<file path="src/shared/act_regs.svh">
// Register offsets, field positions and reset values
// Assumes a Wishbone byte-lane register map, one register per word
`ifndef ACT_REGS_SVH
`define ACT_REGS_SVH
`define ACT_OFS_PREV_HI    8'h00
`define ACT_OFS_PREV_LO    8'h04
`define ACT_OFS_SUM_UP     8'h08
`define ACT_OFS_SUM_HI     8'h0c
`define ACT_OFS_SUM_LO     8'h10
`define ACT_OFS_TGT_HI     8'h14
`define ACT_OFS_TGT_LO     8'h18
`define ACT_OFS_DEV_HI     8'h1c
`define ACT_OFS_DEV_LO     8'h20
`define ACT_OFS_LOW_HI     8'h24
`define ACT_OFS_LOW_LO     8'h28
`define ACT_OFS_HIGH_HI    8'h2c
`define ACT_OFS_HIGH_LO    8'h30
`define ACT_OFS_CTRL       8'h34
`define ACT_OFS_STAT       8'h38
`define ACT_CTRL_PSIS      7
`define ACT_CTRL_JUST      6
`define ACT_CTRL_CALC_LSB  3
`define ACT_CTRL_TMD_LSB   0
`define ACT_STAT_ABOVE     6
`define ACT_STAT_BELOW     5
`define ACT_RST_BYTE       8'h00
`define ACT_RST_WORD       16'h0000
`endif

</file>
<file path="src/shared/act_pkg.sv">
// Types shared by the threshold block and its helpers
// Assumes the constants header is compiled alongside
package act_pkg;
   // Deviation calculation encodings
   typedef enum logic [2:0] {
      ACT_CALC_FIRST,    // Result minus previous value
      ACT_CALC_SECOND,   // Result minus target value
      ACT_CALC_FILT,     // Filter minus target value
      ACT_CALC_PREVF,    // Previous minus filter output
      ACT_CALC_R4, ACT_CALC_R5, ACT_CALC_R6, ACT_CALC_R7
   } act_calc_t;
   // Threshold interrupt mode encodings
   typedef enum logic [2:0] {
      ACT_TMD_NEVER,      // No request
      ACT_TMD_BELOW,      // Below low limit
      ACT_TMD_ABOVE_OR_EQ,// Not below low limit
      ACT_TMD_OUTSIDE,    // Below low or above high
      ACT_TMD_INSIDE,     // Within both limits
      ACT_TMD_NOT_ABOVE,  // Not above high limit
      ACT_TMD_ABOVE,      // Above high limit
      ACT_TMD_ALWAYS      // Every check
   } act_tmd_t;
endpackage : act_pkg

</file>
<file path="src/shared/act_cmp_if.sv">
// Carries the deviation and comparison outcome between modules
// Assumes one clock domain
`timescale 1ns/1ns
interface act_cmp_if;
   logic signed [15:0] deviation;   // Signed deviation value
   logic signed [15:0] low_limit;   // Lower limit
   logic signed [15:0] high_limit;  // Upper limit
   logic               above;       // Deviation above high limit
   logic               below;       // Deviation below low limit
   modport ctl (output deviation, low_limit, high_limit,
                input above, below);
   modport cmp (input deviation, low_limit, high_limit,
                output above, below);
endinterface : act_cmp_if

</file>
<file path="src/act_compare.sv">
// Signed limit comparator
// Assumes inputs held stable by the register block
`timescale 1ns/1ns
module act_compare
   import act_pkg::*;
(
   act_cmp_if.cmp cmp_io
);
   // Signed comparisons of deviation against limits
   always_comb begin
      cmp_io.above = cmp_io.deviation > cmp_io.high_limit;
      cmp_io.below = cmp_io.deviation < cmp_io.low_limit;
   end
endmodule // act_compare

</file>
<file path="src/act_justify.sv">
// Places a 12-bit result into a byte pair
// Assumes pure combinational use
`timescale 1ns/1ns
module act_justify
   import act_pkg::*;
#(
   parameter int RES_W = 12
)(
   input  wire logic [RES_W-1:0] result,
   input  wire logic             right_just,
   output logic      [15:0]      pair
);
   // Top alignment needs at least one pad bit
   if (RES_W >= 16) begin : g_bad_width
      $error("result must be narrower than pair");
   end
   // Top-aligned when clear, right-aligned when set
   always_comb begin
      if (right_just) begin
         pair = 16'(result);
      end else begin
         pair = {result, (16 - RES_W)'(0)};
      end
   end
endmodule // act_justify

</file>
<file path="src/act_threshold.sv">
// Result processing back end with Wishbone byte registers
// Assumes conversion start, result, filter value come from the front end
//
// The Wishbone register port and the register addresses are this design's own decisions.
`timescale 1ns/1ns
`include "act_regs.svh"
module act_threshold
   import act_pkg::*;
#(
   parameter int RES_W = 12,
   parameter int SUM_W = 18
)(
   input  wire logic             SYS_CLK,
   input  wire logic             RST,
   input  wire logic             WB_CYC_I,
   input  wire logic             WB_STB_I,
   input  wire logic             WB_WE_I,
   input  wire logic [7:0]       WB_ADR_I,
   input  wire logic [3:0]       WB_SEL_I,
   input  wire logic [31:0]      WB_DAT_I,
   output logic      [31:0]      WB_DAT_O,
   output logic                  WB_ACK_O,
   input  wire logic             CONV_START,
   input  wire logic             CHECK_STROBE,
   input  wire logic [RES_W-1:0] CONV_RESULT,
   input  wire logic             LPF_MODE,
   input  wire logic [15:0]      LPF_VALUE,
   input  wire logic [2:0]       SHIFT_AMT,
   input  wire logic             SUM_LOAD,
   input  wire logic [SUM_W-1:0] SUM_IN,
   output logic                  THRESH_IRQ,
   output logic [15:0]           FILTER_OUTPUT
);
   // Widths the byte map is laid out for
   if (SUM_W != 18) begin : g_bad_sum
      $error("sum width must be 18");
   end
   if (RES_W != 12) begin : g_bad_res
      $error("result width must be 12");
   end

   // Register state
   logic [15:0]      prev_q, prev_d;       // Previous value pair
   logic [SUM_W-1:0] sum_q, sum_d;         // Running sum
   logic [15:0]      tgt_q, tgt_d;         // Target value
   logic [15:0]      low_q, low_d;         // Low limit
   logic [15:0]      high_q, high_d;       // High limit
   logic [15:0]      dev_q, dev_d;         // Deviation
   logic [7:0]       ctrl_q, ctrl_d;       // Control byte
   logic             above_q, above_d;     // Above-high flag
   logic             below_q, below_d;     // Below-low flag
   logic             irq_q, irq_d;         // Threshold request
   logic             ack_q, ack_d;         // Bus acknowledge
   logic [31:0]      rdat_q, rdat_d;       // Read data
   logic [15:0]      filt_q, filt_d;       // Filter output
   logic [15:0]      res_pair;             // Justified result
   logic             wr_en;                // Bus write this cycle
   act_calc_t        calc;                 // Deviation select
   act_tmd_t         tmd;                  // Interrupt mode

   act_cmp_if cmp_bus ();

   // Byte of write data on lane zero, if enabled
   function automatic logic [7:0] wb_byte(input logic [7:0] old,
                                          input logic [31:0] d,
                                          input logic [3:0] sel);
      return sel[0] ? d[7:0] : old;
   endfunction

   act_justify #(.RES_W(RES_W)) u_just (
      .result     (CONV_RESULT),
      .right_just (ctrl_q[`ACT_CTRL_JUST]),
      .pair       (res_pair)
   );

   act_compare u_cmp (
      .cmp_io (cmp_bus.cmp)
   );

   assign calc = act_calc_t'(ctrl_q[`ACT_CTRL_CALC_LSB +: 3]);
   assign tmd  = act_tmd_t'(ctrl_q[`ACT_CTRL_TMD_LSB +: 3]);
   // Write lands at the edge where the master samples ack high
   assign wr_en = WB_CYC_I && WB_STB_I && WB_WE_I && ack_q;
   assign cmp_bus.deviation  = dev_q;
   assign cmp_bus.low_limit  = low_q;
   assign cmp_bus.high_limit = high_q;

   // Filter output, deviation and capture next values
   always_comb begin
      logic [SUM_W-1:0] shifted;
      shifted = sum_q >> SHIFT_AMT;
      filt_d  = LPF_MODE ? LPF_VALUE : shifted[15:0];
      prev_d  = prev_q;
      if (CONV_START) begin
         if (ctrl_q[`ACT_CTRL_PSIS]) begin
            prev_d = filt_q;
         end else begin
            prev_d = res_pair;
         end
      end
      unique case (calc)
         ACT_CALC_FIRST:  dev_d = res_pair - prev_q;
         ACT_CALC_SECOND: dev_d = res_pair - tgt_q;
         ACT_CALC_FILT:   dev_d = filt_q - tgt_q;
         ACT_CALC_PREVF:  dev_d = prev_q - filt_q;
         default:         dev_d = filt_q - tgt_q;      // Reserved codes
      endcase
   end

   // Software-writable registers
   always_comb begin
      sum_d  = SUM_LOAD ? SUM_IN : sum_q;
      tgt_d  = tgt_q;
      low_d  = low_q;
      high_d = high_q;
      ctrl_d = ctrl_q;
      if (wr_en) begin
         unique case (WB_ADR_I)
            `ACT_OFS_SUM_UP:  sum_d[17:16] =
               WB_SEL_I[0] ? WB_DAT_I[1:0] : sum_q[17:16];
            `ACT_OFS_SUM_HI:  sum_d[15:8] =
               wb_byte(sum_q[15:8], WB_DAT_I, WB_SEL_I);
            `ACT_OFS_SUM_LO:  sum_d[7:0] =
               wb_byte(sum_q[7:0], WB_DAT_I, WB_SEL_I);
            `ACT_OFS_TGT_HI:  tgt_d[15:8] =
               wb_byte(tgt_q[15:8], WB_DAT_I, WB_SEL_I);
            `ACT_OFS_TGT_LO:  tgt_d[7:0] =
               wb_byte(tgt_q[7:0], WB_DAT_I, WB_SEL_I);
            `ACT_OFS_LOW_HI:  low_d[15:8] =
               wb_byte(low_q[15:8], WB_DAT_I, WB_SEL_I);
            `ACT_OFS_LOW_LO:  low_d[7:0] =
               wb_byte(low_q[7:0], WB_DAT_I, WB_SEL_I);
            `ACT_OFS_HIGH_HI: high_d[15:8] =
               wb_byte(high_q[15:8], WB_DAT_I, WB_SEL_I);
            `ACT_OFS_HIGH_LO: high_d[7:0] =
               wb_byte(high_q[7:0], WB_DAT_I, WB_SEL_I);
            `ACT_OFS_CTRL:    ctrl_d = wb_byte(ctrl_q, WB_DAT_I, WB_SEL_I);
            default: ;                              // Read-only or unmapped
         endcase
      end
   end

   // Flags and threshold request on each check strobe
   always_comb begin
      above_d = above_q;
      below_d = below_q;
      irq_d   = 1'b0;
      if (CHECK_STROBE) begin
         above_d = cmp_bus.above;
         below_d = cmp_bus.below;
         unique case (tmd)
            ACT_TMD_NEVER:       irq_d = 1'b0;
            ACT_TMD_BELOW:       irq_d = cmp_bus.below;
            ACT_TMD_ABOVE_OR_EQ: irq_d = !cmp_bus.below;
            ACT_TMD_OUTSIDE:     irq_d = cmp_bus.below || cmp_bus.above;
            ACT_TMD_INSIDE:      irq_d = !cmp_bus.below && !cmp_bus.above;
            ACT_TMD_NOT_ABOVE:   irq_d = !cmp_bus.above;
            ACT_TMD_ABOVE:       irq_d = cmp_bus.above;
            ACT_TMD_ALWAYS:      irq_d = 1'b1;
         endcase
      end
   end

   // Bus answer: one-cycle ack, read data sampled with it
   always_comb begin
      ack_d  = WB_CYC_I && WB_STB_I && !ack_q;
      rdat_d = 32'h0000_0000;
      unique case (WB_ADR_I)
         `ACT_OFS_PREV_HI: rdat_d[7:0] = prev_q[15:8];
         `ACT_OFS_PREV_LO: rdat_d[7:0] = prev_q[7:0];
         `ACT_OFS_SUM_UP:  rdat_d[7:0] = {6'h00, sum_q[17:16]};
         `ACT_OFS_SUM_HI:  rdat_d[7:0] = sum_q[15:8];
         `ACT_OFS_SUM_LO:  rdat_d[7:0] = sum_q[7:0];
         `ACT_OFS_TGT_HI:  rdat_d[7:0] = tgt_q[15:8];
         `ACT_OFS_TGT_LO:  rdat_d[7:0] = tgt_q[7:0];
         `ACT_OFS_DEV_HI:  rdat_d[7:0] = dev_q[15:8];
         `ACT_OFS_DEV_LO:  rdat_d[7:0] = dev_q[7:0];
         `ACT_OFS_LOW_HI:  rdat_d[7:0] = low_q[15:8];
         `ACT_OFS_LOW_LO:  rdat_d[7:0] = low_q[7:0];
         `ACT_OFS_HIGH_HI: rdat_d[7:0] = high_q[15:8];
         `ACT_OFS_HIGH_LO: rdat_d[7:0] = high_q[7:0];
         `ACT_OFS_CTRL:    rdat_d[7:0] = ctrl_q;
         `ACT_OFS_STAT: begin
            rdat_d[`ACT_STAT_ABOVE] = above_q;
            rdat_d[`ACT_STAT_BELOW] = below_q;
         end
         default:          rdat_d = 32'h0000_0000;  // Unmapped reads zero
      endcase
   end

   // Sum has no defined reset value
   always_ff @(posedge SYS_CLK) begin
      sum_q <= sum_d;
   end

   // Remaining state registers
   always_ff @(posedge SYS_CLK or posedge RST) begin
      if (RST) begin
         prev_q  <= `ACT_RST_WORD;
         tgt_q   <= `ACT_RST_WORD;
         low_q   <= `ACT_RST_WORD;
         high_q  <= `ACT_RST_WORD;
         dev_q   <= `ACT_RST_WORD;
         filt_q  <= `ACT_RST_WORD;
         ctrl_q  <= `ACT_RST_BYTE;
         above_q <= 1'b0;
         below_q <= 1'b0;
         irq_q   <= 1'b0;
         ack_q   <= 1'b0;
         rdat_q  <= 32'h0000_0000;
      end else begin
         prev_q  <= prev_d;
         tgt_q   <= tgt_d;
         low_q   <= low_d;
         high_q  <= high_d;
         dev_q   <= dev_d;
         filt_q  <= filt_d;
         ctrl_q  <= ctrl_d;
         above_q <= above_d;
         below_q <= below_d;
         irq_q   <= irq_d;
         ack_q   <= ack_d;
         rdat_q  <= rdat_d;
      end
   end

   assign WB_ACK_O      = ack_q;
   assign WB_DAT_O      = rdat_q;
   assign THRESH_IRQ    = irq_q;
   assign FILTER_OUTPUT = filt_q;

   // Assertions
   property p_cap_filt;
      @(posedge SYS_CLK) disable iff (RST)
      CONV_START && ctrl_q[`ACT_CTRL_PSIS] |=> prev_q == $past(filt_q);
   endproperty
   a_cap_filt: assert property (p_cap_filt)
      else $error("previous value not filter output");
   property p_cap_res;
      @(posedge SYS_CLK) disable iff (RST)
      CONV_START && !ctrl_q[`ACT_CTRL_PSIS] |=> prev_q == $past(res_pair);
   endproperty
   a_cap_res: assert property (p_cap_res)
      else $error("previous value not result");
   property p_just;
      @(posedge SYS_CLK) disable iff (RST)
      !ctrl_q[`ACT_CTRL_JUST] |-> res_pair[3:0] == 4'h0
         && res_pair[15:4] == CONV_RESULT;
   endproperty
   a_just: assert property (p_just)
      else $error("result not top aligned");
   property p_sum_up;
      @(posedge SYS_CLK) disable iff (RST)
      ack_d && WB_ADR_I == `ACT_OFS_SUM_UP |=> WB_DAT_O[7:2] == 6'h00;
   endproperty
   a_sum_up: assert property (p_sum_up)
      else $error("upper sum byte high bits not zero");
   property p_tgt_rst;
      @(posedge SYS_CLK) $fell(RST) |-> tgt_q == 16'h0000
         && low_q == 16'h0000;
   endproperty
   a_tgt_rst: assert property (p_tgt_rst)
      else $error("target or limit not zero after reset");
   property p_dev;
      @(posedge SYS_CLK) disable iff (RST)
      calc == ACT_CALC_SECOND ##1 calc == ACT_CALC_SECOND
         |-> dev_q == 16'($past(res_pair) - $past(tgt_q));
   endproperty
   a_dev: assert property (p_dev)
      else $error("deviation wrong");
   property p_flags;
      @(posedge SYS_CLK) disable iff (RST)
      CHECK_STROBE |=> above_q == ($signed($past(dev_q))
         > $signed($past(high_q)))
         && below_q == ($signed($past(dev_q)) < $signed($past(low_q)));
   endproperty
   a_flags: assert property (p_flags)
      else $error("threshold flags wrong");
   property p_irq;
      @(posedge SYS_CLK) disable iff (RST)
      THRESH_IRQ |-> $past(CHECK_STROBE) && $past(tmd) != ACT_TMD_NEVER;
   endproperty
   a_irq: assert property (p_irq)
      else $error("request without selected outcome");
   property p_filt;
      @(posedge SYS_CLK) disable iff (RST)
      LPF_MODE |=> FILTER_OUTPUT == $past(LPF_VALUE);
   endproperty
   a_filt: assert property (p_filt)
      else $error("filter output not low-pass value");
   // Deviation under the first, filter and previous-minus-filter selects
   property p_dev_first;
      @(posedge SYS_CLK) disable iff (RST)
      calc == ACT_CALC_FIRST ##1 calc == ACT_CALC_FIRST
         |-> dev_q == 16'($past(res_pair) - $past(prev_q));
   endproperty
   a_dev_first: assert property (p_dev_first)
      else $error("result minus previous deviation wrong");
   property p_dev_filt;
      @(posedge SYS_CLK) disable iff (RST)
      calc == ACT_CALC_FILT ##1 calc == ACT_CALC_FILT
         |-> dev_q == 16'($past(filt_q) - $past(tgt_q));
   endproperty
   a_dev_filt: assert property (p_dev_filt)
      else $error("filter minus target deviation wrong");
   property p_dev_prevf;
      @(posedge SYS_CLK) disable iff (RST)
      calc == ACT_CALC_PREVF ##1 calc == ACT_CALC_PREVF
         |-> dev_q == 16'($past(prev_q) - $past(filt_q));
   endproperty
   a_dev_prevf: assert property (p_dev_prevf)
      else $error("previous minus filter deviation wrong");
   // Register writes land at the acknowledged edge
   property p_tgt_write;
      @(posedge SYS_CLK) disable iff (RST)
      wr_en && WB_SEL_I[0] && WB_ADR_I == `ACT_OFS_TGT_HI
         |=> tgt_q[15:8] == 8'($past(WB_DAT_I));
   endproperty
   a_tgt_write: assert property (p_tgt_write)
      else $error("target high byte not written");
   property p_sum_write;
      @(posedge SYS_CLK) disable iff (RST)
      wr_en && WB_SEL_I[0] && WB_ADR_I == `ACT_OFS_SUM_LO
         |=> sum_q[7:0] == 8'($past(WB_DAT_I));
   endproperty
   a_sum_write: assert property (p_sum_write)
      else $error("running sum low byte not written");
   // Request and bus handshake
   property p_irq_never;
      @(posedge SYS_CLK) disable iff (RST)
      CHECK_STROBE && tmd == ACT_TMD_NEVER |=> !THRESH_IRQ;
   endproperty
   a_irq_never: assert property (p_irq_never)
      else $error("request raised in never mode");
   property p_ack_pulse;
      @(posedge SYS_CLK) disable iff (RST)
      WB_ACK_O |=> !WB_ACK_O;
   endproperty
   a_ack_pulse: assert property (p_ack_pulse)
      else $error("acknowledge longer than one cycle");
   // Cover points for the main scenarios
   c_read: cover property (@(posedge SYS_CLK) WB_ACK_O && !WB_WE_I);
   c_write: cover property (@(posedge SYS_CLK) WB_ACK_O && WB_WE_I);
   c_below: cover property (@(posedge SYS_CLK) below_q && !above_q);
   c_irq: cover property (@(posedge SYS_CLK) THRESH_IRQ);
   c_cap: cover property (@(posedge SYS_CLK) CONV_START
      && ctrl_q[`ACT_CTRL_PSIS]);
endmodule // act_threshold

</file>
<file path="config.mk">
export PLATFORM = sky130hd
export DESIGN_NAME = act_threshold
export DESIGN_NICKNAME = d
export VERILOG_FILES = /design/src/shared/act_pkg.sv /design/src/shared/act_cmp_if.sv /design/src/act_compare.sv /design/src/act_justify.sv /design/src/act_threshold.sv
export VERILOG_INCLUDE_DIRS = /design/src /design/src/shared
export SDC_FILE = /design/constraint.sdc
export NUM_CORES = 1
export LEC_CHECK = 0
export ABC_AREA = 1
export BUFFER_PORTS_ARGS = -buffer_cell sky130_fd_sc_hd__buf_2
export CAP_MARGIN = 20
export CORE_ASPECT_RATIO = 1.2
export CORE_MARGIN = 2
export CORE_UTILIZATION = 61
export DETAILED_ROUTE_END_ITERATION = 8
export HOLD_SLACK_MARGIN = 0.03
export PLACE_DENSITY = 0.92
export SLEW_MARGIN = 10
export SYNTH_ARGS = -nofsm -noshare
export SYNTH_HDL_FRONTEND = slang
export SYNTH_HIERARCHICAL = 1
export SYNTH_SLANG_ARGS = --single-unit
</file>
<file path="constraint.sdc">
create_clock -name SYS_CLK -period 9.9 [get_ports SYS_CLK]
set_input_delay 0.495 -clock SYS_CLK [delete_from_list [all_inputs] [get_ports SYS_CLK]]
set_output_delay 0.495 -clock SYS_CLK [all_outputs]
set_load 0.005 [all_outputs]
</file>
[After elaboration in Yosys (flattened, before gate mapping)]
Cells that the tools add are included.
Word-level totals
  input port bits: 102
  word-level logic and storage cells: 86
  register bits: 134
  output and inout bits: 50
Cells by class
  reductions and logical operators: 19
  shift operators: 1
  $lt $le $gt $ge: 2
  muxes and demuxes: 16
  equality and inequality tests: 26
  $add $sub $neg: 4
Operators by type and width (number)
  5-bit one-hot mux with 14 select lines: 1
  16-bit subtractor: 4
  8-bit by 6-bit == test with 1-bit output (second input constant): 7
  16-bit 2-to-1 mux: 3
  16-bit one-hot mux with 3 select lines: 1
  18-bit 2-to-1 mux: 2
  8-bit by 5-bit == test with 1-bit output (second input constant): 4
  2-bit one-hot mux with 14 select lines: 1
  8-bit 2-to-1 mux: 3
  3-bit AND reduction: 7
  18-bit by 3-bit >> shifter with 16-bit output: 1
  8-bit by 4-bit == test with 1-bit output (second input constant): 2
  16-bit greater-than comparator: 1
  16-bit < comparator: 1
  1-bit one-hot mux with 13 select lines: 1
  3-bit == test (second input constant): 4
  3-bit by 2-bit == test with 1-bit output (second input constant): 3
  3-bit inequality test (second input constant): 3
  8-bit by 3-bit == test with 1-bit output (second input constant): 1
  8-bit zero test: 1
  1-bit one-hot mux with 8 select lines: 1
  3-bit by 1-bit == test with 1-bit output (second input constant): 2
  3-bit zero test: 2
  1-bit logical AND: 5
  4 further kinds: 7

[Longest topological paths before layout]
  depth in word-level cells: 5
  depth in mapped cells: 17
  mapped depth without buffers: 16

[Hierarchy]
The synthesis kept the hierarchy.
Modules (own cells, without submodules)
  act_threshold: area an instance 10116.0 µm², seq. area each 3443.3 µm², instances 1, cells an instance 1462
  act_compare: area an instance 853.3 µm², seq. area each 0.0 µm², instances 1, cells an instance 142
  act_justify: area an instance 180.2 µm², seq. area each 0.0 µm², instances 1, cells an instance 43

[Worst setup path before layout]
OpenSTA, ideal clock, no wires.
  path kind: register to register
  from: register ctrl_q[4]
  to: register dev_q[8] (netlist: cmp_bus.deviation[8])
  setup slack: 7.575 ns
  clock period less this slack: 2.325 ns
  cell stages (with the launch flop): 15
  arrival: 2.200 ns
  required time: 9.775 ns
  setup time: 0.125 ns
  path buffers: 1
  path through: dfrtp_1 > inv_1 > nand3_2 > clkbuf_1 > nor2_1 > a21oi_1 > ha_1 > inv_1 > fa_1 > nand2_1 > a21oi_1 > a21oi_1 > or2_2 > nand3_1 > nand3_1
Between the ends
  cells in the longest elaborated chain, start to end: 2
  elaborated cells on any way between the ends: 4
  classes of those cells: eq/ne: 2; mux: 1; reduce/logical: 1
RTL lines
  start, declared: line act_threshold.sv:49  | logic [7:0] ctrl_q, ctrl_d;
  start signal, assigned: line act_threshold.sv:205  | ctrl_q <= `ACT_RST_BYTE;
  start signal, assigned: line act_threshold.sv:218  | ctrl_q <= ctrl_d;
  3-bit by 2-bit == test with 1-bit output (tied with other cells): line act_threshold.sv:101  | unique case (calc)
  16-bit one-hot mux with 3 select lines *: line act_threshold.sv:101
  named net dev_d[8]: line act_threshold.sv:48  | logic [15:0] dev_q, dev_d;
  end signal, assigned: line act_threshold.sv:203  | dev_q <= `ACT_RST_WORD;
  end signal, assigned: line act_threshold.sv:216  | dev_q <= dev_d;
  end, declared: line act_threshold.sv:48
Mark *: on every way through the listed nets, which the timed path passes. The rest lies on a longest branch.
A chain may end at the register's enable or synchronous reset.

[Worst setup path after layout]
Ends and elaborated chain as after synthesis.

==> flow_summary.ini <==
[sta]
fin_crit_sh = 0.320
hold_viol = 0
fmax_ghz = 0.315
clock_skew_ns = 0.0105
setup_viol = 0
fin_tns_setup_ns = 0
maxSlewViolCount = 0
relSlewSlack = 0.263
max_slew.worst_pin.slew_ns = 1.11
period_needed_ns = 3.17
rsz0062_at_grt = no

[cts]
cts_hold_buf = 0
clk_latency_ns = 0.43
cts_setup_buffers = 0
cts_tree = built
post_cts_resized = 0
cts_htree_levels = 4
root_buffer = clkbuf_16
clock-sinks = 134
cts_inserted_buffers = 17
cts.clk_slew.worst_paths_ns = 0.07
cts_max_path_buffers = 2

[layout]
instances_no_fill = 1966
insertedDiodeCount = 0
final_layout_size_suffix_gt1_frac = 0.123
fin_area_um2 = 12300
nets = 1911
areaGrowthSynthToFinish_pct = 10.1
post-route-util = 0.680
fillers = 1505

[global_route]
grtUsageTotal = 0.375
overflow = 0
grt_pass1_wl_um = 56400
antenna_found_initial = 0
grt_max_degree = 68
first_global_vias = 11000

[synth]
synth_cell_types = 50
synth.largest_area_cell = dfrtp_1
synth_edf_count = 18
yosysTopAreaCellShare = 0.260
dominantRegCellSynth = dfrtp_1
synth.cell_area_um2 = 11100
synth-seq-cells = 134
synth_cells = 1647
yosys_warnings = 6
synth.most_common_cell = nand2_1
synth_area_leaders = dfrtp_1 26%, nand2_1 19%, ha_1 8.6%
ys_seq_area_frac = 0.309
synth_common_cells = 562 x nand2_1, 256 x inv_1, 116 x dfrtp_1
synth-async-reset-ratio = 0.866
syn_area_per_cell_um2 = 6.77

[detailed_routing]
drc_errors = 0
via_per_inst = 5.82
antenna_left = 0
wl_per_cell_um = 18.2
via_count = 11400
first_iter_violations = 1377
wl_um = 35800
first_pass_iters = 8

[die]
coreArea_um2 = 18000
chipHeight_um = 152
start_util = 0.618
dieArea_um2 = 19400
fp.dieW_um = 127
io_pins = 152
rows = 54

[critical_path]
path_max_fanout = 33
cp-start-kind = flip-flop
regToRegStartpoint = ctrl_q[4]
critPathCaptureType = flip-flop
criticalPathCategory = reg -> reg
cp-startpoint = ctrl_q[4]
timing.critical_path.required_ns = 10.19
crit_arrival_ns = 3.46

[placed_design]
hpwl_um = 26900
io_buffers = 100
placed_cells = 1934
post_dp_cell_area_um2 = 11600
finalWeightedCongestion = 1.01

[status]
status = finished, final reports clean

[power]
pwr-share-seq = 0.356
power_leakage_nw = 6.44
combPwrFrac = 0.266
p_int_mw = 1.17
switching_power_mw = 0.609
finalPower_mw = 1.78
switching_share = 0.343
pwr-share-clk = 0.379
power_density_nw_per_um2 = 145
peakVddDrop_mv = 0.160

[min_path]
hp-class = in -> async

[run]
drv_cap = 0
## final cells by class
class	count	area, µm²	share of cell area
multi-input combinational	1203	6390	0.521
inverter	272	1030	0.0836
sequential	134	3440	0.281
clock buffer	21	492	0.0401
clock inverter	11	134	0.0109
tap	224	280	0.0228
timing repair buffer	101	508	0.0414
## registers in the layout, indices dropped and copies added, names as in the netlist
signal,cells
above_q,1
below_q,1
cmp_bus.deviation,16
prev_q,16
ctrl_q,8
cmp_bus.low_limit,16
tgt_q,16
cmp_bus.high_limit,16
THRESH_IRQ,1
WB_ACK_O,1
FILTER_OUTPUT,16
WB_DAT_O,8
sum_q,18
## layer usage
layer	vias up	GRT usage	wire length [µm]
li1	5389	-	-
met1	5112	0.453	12800
met2	749	0.595	16300
met3	196	0.0806	3710
met4	0	0.256	2930
met5	-	0	0
## placed cells by master (no fill, tap or decap), drive strengths merged, types with 2 or more instances in the layout
master	count
xor2	6
nand2	573
a22o	6
dfrtp	116
nand3	109
clkinv	5
ha	77
bufinv	2
or2	10
nor3	12
fa	3
conb	24
nand3b	6
nor2	92
a21o	3
o22ai	7
o31ai	2
mux2i	4
o211ai	33
clkbuf	21
o2bb2ai	2
and2	4
o221ai	5
a21oi	49
nand4	10
inv	275
xnor2	2
o21ai	159
edfxtp	18
buf	101
## critical path, cell delays in order, from the launching register on
cell and delay, ns:
dfrtp_1 0.40, inv_1 0.17, nand3_2 0.50, o21ai_0 0.58, fa_1 0.28, nand2_1 0.12
a21oi_1 0.31, a21oi_1 0.13, or2_2 0.29, nand3_1 0.09, nand3_1 0.15
## cells by family (layout without fill, tap and decap cells)
group	after synthesis	count (layout)	synth area share
adders and majority gates	80	80	0.0918
AOI/OAI and AO/OA	270	270	0.141
xor gates and xnor gates	8	8	0.00628
DFF	134	134	0.309
other	1	24	0.000336
buffers and inverters	333	405	0.126
muxes	4	4	0.00359
and+or+nand+nor	817	817	0.322
## through the flow
step           setup slack [ns]  hold WS [ns]
4_1_cts                    6.82         0.267
3_5_place_dp               6.84         0.496
2_1_floorplan              6.33         0.475
3_3_place_gp               6.87         0.477
5_1_grt                    6.49         0.301
6_report                   6.73         0.234
## power by group through the flow
stage | clock, mW | sequential [mW] | combinational, mW
2_1_floorplan | 0 | 0.624 | 0.326
3_3_place_gp | 0 | 0.637 | 0.428
3_5_place_dp | 0 | 0.638 | 0.448
4_1_cts | 0.671 | 0.629 | 0.458
5_1_grt | 0.698 | 0.633 | 0.523
6_report | 0.672 | 0.631 | 0.472
## path summary, 6_finish.rpt
check | endpoint | slack [ns] | cells after the start
setup / recovery | cmp_bus.deviation[8] | 6.73 | 10
hold / removal | cmp_bus.high_limit[6] | 0.23 | 2
setup reg to reg | cmp_bus.deviation[8] | 6.73 | 10
hold reg to reg | WB_ACK_O | 0.51 | 1
max in group asynchronous | FILTER_OUTPUT[5] | 8.48 | 3
min in group SYS_CLK | FILTER_OUTPUT[15] | 0.27 | 3
(Power assumes the default switching activity.)
